`src/rtl/dac_pkg.sv`:
```
// Purpose: Shared constants and types for the converter digital front end
// Assumes: Single 10 MHz core clock, pins synchronised inside the block
// Notes:   Serial configuration word layout is local to this front end
package dac_pkg;
  localparam int          DATA_W      = 12;
  localparam int          FIFO_DEPTH  = 32;
  localparam int          FRAME_BITS  = 8;
  localparam int          CNT_W       = 4;
  localparam int          CFG_W       = 3;
  localparam int          CFG_TWOS    = 0;
  localparam int          CFG_DIFF    = 1;
  localparam int          CFG_SLEEP   = 2;
  localparam int          READ_BIT    = 7;
  localparam logic [2:0]  CFG_DEFAULT = 3'h0;
  localparam logic [3:0]  FRAME_CNT   = 4'h8;

  typedef enum logic [2:0] {
    SER_IDLE  = 3'b001,
    SER_SHIFT = 3'b010,
    SER_READ  = 3'b100
  } ser_e;
endpackage : dac_pkg

```
`src/rtl/dac_pin_mode_config.sv`:
```
// Purpose: Mode selection, pin and serial configuration, sample path
// Assumes: All pins asynchronous to clk; conversion clock well below clk/4
// Notes:   Sample FIFO sits between the capture edge and the output stage
`timescale 1ns/1ps
`default_nettype none

module sample_fifo
  import dac_pkg::*;
#(
  parameter int W = 12,
  parameter int D = 32
)(
  input  wire logic                 clk,       // Core clock
  input  wire logic                 nrst,      // Async reset, active low
  input  wire logic                 in_valid,  // Push request
  output logic                      in_ready,  // Space available
  input  wire logic [W-1:0]         in_data,   // Word pushed
  output logic                      out_valid, // Word available
  input  wire logic                 out_ready, // Pop request
  output logic [W-1:0]              out_data,  // Oldest word
  output logic [$clog2(D+1)-1:0]    count      // Words held
);
  localparam int AW = $clog2(D);
  localparam int CW = $clog2(D+1);

  typedef struct packed {
    logic [D-1:0][W-1:0] mem;
    logic [AW-1:0]       wp;
    logic [AW-1:0]       rp;
    logic [CW-1:0]       cnt;
  } fifo_s;

  fifo_s s_q;
  fifo_s s_d;
  logic  push;
  logic  pop;

  assign in_ready  = (s_q.cnt != CW'(D));
  assign out_valid = (s_q.cnt != '0);
  assign out_data  = s_q.mem[s_q.rp];
  assign count     = s_q.cnt;
  assign push      = in_valid && in_ready;
  assign pop       = out_valid && out_ready;

  always_comb
  begin
    s_d = s_q;
    if (push)
    begin
      s_d.mem[s_q.wp] = in_data;
      s_d.wp          = (s_q.wp == AW'(D-1)) ? '0 : s_q.wp + 1'b1;
    end
    if (pop)
      s_d.rp = (s_q.rp == AW'(D-1)) ? '0 : s_q.rp + 1'b1;
    s_d.cnt = s_q.cnt + CW'(push) - CW'(pop);
  end

  always_ff @(posedge clk or negedge nrst)
  begin
    if (!nrst)
      s_q <= '0;
    else
      s_q <= s_d;
  end
endmodule : sample_fifo

////////////////////////////////////////////////////////////////////////////////

// Notes on behaviour
// - Mode select high means pin strapping; low means serial configuration.
// - Mode select pulsed high returns serial configuration to defaults.
// - Pin mode: format pin low straight binary, high twos complement.
// - Pin mode: clock type low single-ended, high differential receiver.
// - Pin mode: sleep pin high powers down, low runs normally.
// - Serial mode: chip select low, serial clock, data pin bidirectional.
// - All ones gives full current on true output, zeros on complement.
module dac_pin_mode_config
  import dac_pkg::*;
(
  input  wire logic              clk,                         // Core clock
  input  wire logic              nrst,                        // Async reset
  input  wire logic              mode_select_reset,           // Pin/serial
  input  wire logic              clock_type_or_serial_clock,  // Type or SCLK
  input  wire logic              sleep_or_chip_select,        // Sleep or CS
  input  wire logic              format_or_serial_data_in,    // Pin level in
  output logic                   format_or_serial_data_out,   // Serial out
  output logic                   format_or_serial_data_oe,    // Drive enable
  input  wire logic              clock_in_pos,                // Conv clock +
  input  wire logic              clock_in_neg,                // Conv clock -
  input  wire logic [DATA_W-1:0] data_in,                     // Host word
  output logic                   data_ready,                  // FIFO space
  output logic [DATA_W-1:0]      true_current_out,            // Code, true
  output logic [DATA_W-1:0]      complement_current_out,      // Code, compl
  output logic                   power_down                   // Sleeping
);
  localparam int CW = $clog2(FIFO_DEPTH+1);

  typedef struct packed {
    logic [1:0]          msr;
    logic [1:0]          sclk;
    logic [1:0]          csn;
    logic [1:0]          sdio;
    logic [1:0]          cpos;
    logic [1:0]          cneg;
    logic [DATA_W-1:0]   dm;
    logic [DATA_W-1:0]   ds;
    logic                conv_prev;
    logic                sclk_prev;
    ser_e                ser;
    logic [CNT_W-1:0]    bits;
    logic [FRAME_BITS-1:0] shift;
    logic [CFG_W-1:0]    cfg;
    logic [CFG_W-1:0]    rd;
    logic                sdo;
    logic                sdo_oe;
    logic [DATA_W-1:0]   iout_t;
    logic [DATA_W-1:0]   iout_c;
    logic                pd;
    logic                rdy;
  } top_s;

  top_s              s_q;
  top_s              s_d;
  logic              pin_mode;
  logic              twos;
  logic              diff;
  logic              sleep;
  logic              conv;
  logic              conv_edge;
  logic              sclk_rise;
  logic              fifo_in_ready;
  logic              fifo_out_valid;
  logic              pop;
  logic [DATA_W-1:0] fifo_dout;
  logic [DATA_W-1:0] code;
  logic [CW-1:0]     fifo_count;

  assign pin_mode  = s_q.msr[1];
  assign twos      = pin_mode ? s_q.sdio[1] : s_q.cfg[CFG_TWOS];
  assign diff      = pin_mode ? s_q.sclk[1] : s_q.cfg[CFG_DIFF];
  assign sleep     = pin_mode ? s_q.csn[1]  : s_q.cfg[CFG_SLEEP];
  assign conv      = diff ? (s_q.cpos[1] & ~s_q.cneg[1]) : s_q.cpos[1];
  assign conv_edge = conv & ~s_q.conv_prev;
  assign sclk_rise = s_q.sclk[1] & ~s_q.sclk_prev;
  // Output stage is held at zero and pops nothing while asleep, so the FIFO backs up to the host
  assign pop       = fifo_out_valid && !sleep;
  assign code      = twos ? {~fifo_dout[DATA_W-1], fifo_dout[DATA_W-2:0]}
                          : fifo_dout;

  sample_fifo #(.W(DATA_W), .D(FIFO_DEPTH)) u_fifo (
    .clk       (clk),
    .nrst      (nrst),
    .in_valid  (conv_edge),
    .in_ready  (fifo_in_ready),
    .in_data   (s_q.ds),
    .out_valid (fifo_out_valid),
    .out_ready (pop),
    .out_data  (fifo_dout),
    .count     (fifo_count)
  );

  always_comb
  begin
    s_d           = s_q;
    // First stages feed only the second stages
    s_d.msr       = {s_q.msr[0],  mode_select_reset};
    s_d.sclk      = {s_q.sclk[0], clock_type_or_serial_clock};
    s_d.csn       = {s_q.csn[0],  sleep_or_chip_select};
    s_d.sdio      = {s_q.sdio[0], format_or_serial_data_in};
    s_d.cpos      = {s_q.cpos[0], clock_in_pos};
    s_d.cneg      = {s_q.cneg[0], clock_in_neg};
    s_d.dm        = data_in;
    s_d.ds        = s_q.dm;
    s_d.conv_prev = conv;
    s_d.sclk_prev = s_q.sclk[1];
    s_d.rdy       = fifo_in_ready;
    if (sleep)
    begin
      s_d.iout_t = '0;
      s_d.iout_c = '0;
      s_d.pd     = 1'b1;
    end
    else
    begin
      s_d.pd = 1'b0;
      if (pop)
      begin
        s_d.iout_t = code;
        s_d.iout_c = ~code;
      end
    end
    case (s_q.ser)
      SER_IDLE:
      begin
        s_d.sdo_oe = 1'b0;
        s_d.bits   = '0;
        if (!pin_mode && !s_q.csn[1])
          s_d.ser = SER_SHIFT;
      end
      SER_SHIFT:
      begin
        if (s_q.csn[1])
        begin
          if (s_q.bits == FRAME_CNT && !s_q.shift[READ_BIT])
            s_d.cfg = s_q.shift[CFG_W-1:0];
          s_d.ser = SER_IDLE;
        end
        else if (sclk_rise)
        begin
          s_d.shift = {s_q.shift[FRAME_BITS-2:0], s_q.sdio[1]};
          s_d.bits  = s_q.bits + 1'b1;
          if (s_q.bits == '0 && s_q.sdio[1])
          begin
            s_d.ser = SER_READ;
            s_d.rd  = s_q.cfg;
          end
        end
      end
      SER_READ:
      begin
        s_d.sdo_oe = 1'b1;
        s_d.sdo    = s_q.rd[CFG_W-1];
        if (s_q.csn[1])
        begin
          s_d.sdo_oe = 1'b0;
          s_d.ser    = SER_IDLE;
        end
        else if (sclk_rise)
          s_d.rd = {s_q.rd[CFG_W-2:0], 1'b0};
      end
      default:
      begin
        s_d.ser    = SER_IDLE;
        s_d.sdo_oe = 1'b0;
      end
    endcase
    if (pin_mode)
    begin
      s_d.cfg    = CFG_DEFAULT;
      s_d.ser    = SER_IDLE;
      s_d.sdo_oe = 1'b0;
    end
  end

  always_ff @(posedge clk or negedge nrst)
  begin
    if (!nrst)
    begin
      s_q     <= '0;
      s_q.ser <= SER_IDLE;
      s_q.cfg <= CFG_DEFAULT;
    end
    else
      s_q <= s_d;
  end

  assign format_or_serial_data_out = s_q.sdo;
  assign format_or_serial_data_oe  = s_q.sdo_oe;
  assign data_ready                = s_q.rdy;
  assign true_current_out          = s_q.iout_t;
  assign complement_current_out    = s_q.iout_c;
  assign power_down                = s_q.pd;

  ////////////////////////////////////////////////////////////////////////////

  AST_PIN_MODE_QUIET: assert property (
    @(posedge clk) disable iff (!nrst)
    pin_mode |=> (s_q.ser == SER_IDLE) && !format_or_serial_data_oe)
    else $error("serial port active in pin mode");

  AST_CFG_DEFAULT: assert property (
    @(posedge clk) disable iff (!nrst)
    $rose(pin_mode) |=> (s_q.cfg == CFG_DEFAULT)[*2])
    else $error("serial config not defaulted");

  AST_TWOS_CODE: assert property (
    @(posedge clk) disable iff (!nrst)
    (pin_mode && s_q.sdio[1] && pop) |=>
      true_current_out == {~$past(fifo_dout[DATA_W-1]),
                           $past(fifo_dout[DATA_W-2:0])})
    else $error("twos complement not offset");

  AST_SE_CLOCK: assert property (
    @(posedge clk) disable iff (!nrst)
    (pin_mode && !s_q.sclk[1] && s_q.cpos[1] && !$past(s_q.cpos[1])
     && !s_q.conv_prev) |-> conv_edge)
    else $error("single ended edge missed");

  AST_SLEEP: assert property (
    @(posedge clk) disable iff (!nrst)
    (pin_mode && s_q.csn[1]) |=> power_down && (true_current_out == '0))
    else $error("sleep not honoured");

  AST_CS_RELEASE: assert property (
    @(posedge clk) disable iff (!nrst)
    (!pin_mode && s_q.csn[1] && s_q.ser != SER_IDLE) |=>
      (s_q.ser == SER_IDLE) ##1 !format_or_serial_data_oe)
    else $error("chip select release ignored");

  AST_FULL_SCALE: assert property (
    @(posedge clk) disable iff (!nrst)
    (pop && code == '1) |=> (true_current_out == '1)
                            && (complement_current_out == '0))
    else $error("full scale not on true output");

  AST_CAPTURE: assert property (
    @(posedge clk) disable iff (!nrst)
    (conv_edge && fifo_in_ready && !pop) |=>
      fifo_count == $past(fifo_count) + 1'b1)
    else $error("edge did not capture word");
endmodule : dac_pin_mode_config

`default_nettype wire

```
`config.mk`:
```
export PLATFORM = sky130hd
export DESIGN_NAME = dac_pin_mode_config
export DESIGN_NICKNAME = d
export VERILOG_FILES = /design/src/rtl/dac_pkg.sv /design/src/rtl/dac_pin_mode_config.sv
export SDC_FILE = /design/constraint.sdc
export NUM_CORES = 1
export LEC_CHECK = 0
export BUFFER_PORTS_ARGS = -buffer_cell sky130_fd_sc_hd__buf_2
export CAP_MARGIN = 0
export CORE_UTILIZATION = 55
export CTS_BUF_LIST = sky130_fd_sc_hd__clkbuf_16
export CTS_CLUSTER_DIAMETER = 80
export DETAILED_ROUTE_END_ITERATION = 8
export GPL_TIMING_DRIVEN = 0
export MAX_ROUTING_LAYER = met4
export PLACE_DENSITY = 0.79
export SYNTH_ARGS = -nofsm -noshare
export SYNTH_HDL_FRONTEND = slang
export SYNTH_HIERARCHICAL = 1
export SYNTH_SLANG_ARGS = --single-unit
```
`constraint.sdc`:
```
create_clock -name clk -period 6.2 [get_ports clk]
set_clock_uncertainty 0.15 [all_clocks]
set_input_delay 0.62 -clock clk [delete_from_list [all_inputs] [get_ports clk]]
set_output_delay 0.62 -clock clk [all_outputs]
set_load 0.05 [all_outputs]
```
==> metrics <==
status=finished, final reports clean; final RePlAce weighted congestion=0.931; Layout area overhead=12.8%; largest net degree at the start of global routing=between 100 and 150; diode count=0; clk_lat worst skew=0.58 ns; Placed Cells=around 2000; f_max=between 200 and 300 MHz; H-tree depth=2; CP max stage delay=roughly 0.40 ns; Leak=about 12 nW; TritonRoute pass-1 iters=5; Syn Inst Count=around 1400; Row Count=a little over 70; GR Overflow Total=0; I/O pin count=between 40 and 50; Crit path max-delay family=buffers and inverters; Worst-path clk slew=0.06 ns; Clock Tree Root=clkbuf_16; setup bufs post-CTS=0; crit end category=register; CP Buf/Inv Count=6; Slew @ Worst Pin=about 1 ns; vias in the first global route=around 13000; Worst Path Max Fanout=10; DRC=0; Initial DRC Count=slightly below 900; layout cell share with drive strength beyond 1=0.443; pre-CTS setup slack=approximately 2.4 ns; Final Slew Violations=0; WS Path Type=reg2reg; Slowest cell on crit path=clkbuf_1; max_cap viols=0; DR vias=12774; core area=38600 µm²; final std cells w/o fill=2118; crit path cell chain=inv_1 > ha_1 > nand4bb_1 > buf_2 > inv_1 > clkbuf_1 > nor2_1 > nand2_1 > inv_1 > ha_1 > inv_1 > ha_1 > a21o_1 > a21oi_1 > nor4b_1 > a2111oi_0; setup violators final=0; drt wl/cell=roughly 24 µm; Avg Cell Area, Syn=between 10 and 15 µm²; CP Data Required Time=between 6 and 7 ns; PortBufs=47; Synth warnings=6; Power per Cell Area=between 400 and 500 nW/µm²; post-DP HPWL=about 34000 µm; Fin Hold WS=0.196 ns; initial antenna violation count=1; clk sinks=487; Synthesized Nets=~1500; layout net count=about 1600; Final Hold Fails=0; Antenna Violating Nets Remaining=0; startpoint types=register; Die Span Y=200 µm; worst relative slew slack=0.325; Starting Density=0.557; CP arrival=around 4.1 ns; CTS Buffer Depth=3; die width=between 150 and 200 µm; worst min-delay path class=reg2reg; synthesized area=approximately 21000 µm²; Vias/cell=6.03; number of CTS-inserted buffers=50; Worst path most repeated cell=inv_1; IR Drop Worst-Case VDD=around 0.00025 V; total power=11.0 mW; RSZ-0062 raised after global routing=false; GRT Util Overall=0.272; Post-Route WL=50400 µm; Final WS setup=about 2.4 ns; TritonCTS clock tree=built; Final Critical Period=around 3.8 ns; die area=between 30000 and 40000 µm²; first-pass GRT wire length=between 70000 and 80000 µm; period utilization=0.614
==> placed cells by master, fill, tap and decap left out, drive strengths merged, types with 2 or more instances in the layout <==
cell,n
nor4,14
o21ai,13
a2111oi,2
mux2,399
clkinvlp,5
nand2b,5
clkbuf,111
mux2i,16
a21o,2
mux4,96
a21oi,15
xnor2,3
o31ai,2
dfrtp,486
and3,3
nand3b,3
bufinv,3
or2,2
or3b,4
o22ai,48
nand2,50
a31oi,2
and3b,2
nand3,11
inv,34
buf,128
nor2,49
nand4bb,2
xor2,2
dlygate4sd3,19
nor3,4
ha,18
nor3b,9
clkinv,23
==> per-stage QoR <==
stage / utilization / area [µm²] / setup TNS [ns]
6_report: 0.629 / 24200 / 0
2_1_floorplan: - / 21500 / 0
5_1_grt: 0.629 / 24200 / 0
4_1_cts: 0.629 / 24200 / 0
3_5_place_dp: 0.583 / 22500 / 0
3_3_place_gp: 0.580 / 22400 / -2391.44
==> power breakdown <==
part           switching, mW  internal [mW]
clock network           1.24           1.62
logic                   2.03           1.70
registers              0.443           3.99
total                   3.71           7.31
==> cell type report <==
cell class | count | area [µm²]
clock inverter | 41 | 274
fill | 2859 | 14300
sequential | 487 | 12200
inverter | 24 | 90.1
tap | 518 | 648
clock buffer | 51 | 1280
buffer | 137 | 669
multi-input combinational | 790 | 8540
timing repair buffer | 70 | 546
==> state kept, by name, summed over array words and instances (netlist names) <==
signal                     count
complement_current_out        12
data_ready                     1
u_fifo/s_q                   394
format_or_serial_data_out      1
pin_mode                       1
s_d                           19
s_q                           39
u_fifo/count                   6
power_down                     1
format_or_serial_data_oe       1
true_current_out              12
==> path summary, 6_finish.rpt <==
path	startpoint	end	slack [ns]	cells after the start
worst max-delay path	u_fifo/count[2]$_DFF_PN0_	u_fifo/count[5]$_DFF_PN0_	2.39	16
worst min-delay path	s_d[53]$_DFF_PN0_	s_q[53]$_DFF_PN0_	0.20	0
max in group asynchronous	nrst	s_q[60]$_DFF_PN0_	4.05	4
min in group asynchronous	nrst	s_d[82]$_DFF_PN0_	0.42	2
worst max register to register	u_fifo/count[2]$_DFF_PN0_	u_fifo/count[5]$_DFF_PN0_	2.39	16
worst min register to register	s_d[53]$_DFF_PN0_	s_q[53]$_DFF_PN0_	0.20	0
==> what timing repair did <==
item / 4_1_cts / 5_1_grt
resized for setup: 0 / 0
hold buffers: 19 / 0
setup endpoints to repair: 0 / 0
hold endpoints to repair: 69 / 0
==> routing by layer <==
metal,up-vias,share of wire,GRT usage
li1,5474,-,-
met1,6750,0.42,0.359
met2,442,0.48,0.424
met3,108,0.062,0.0476
met4,0,0.035,0.0995
met5,-,0,-
No activity file was read; power rests on OpenSTA's default activity.
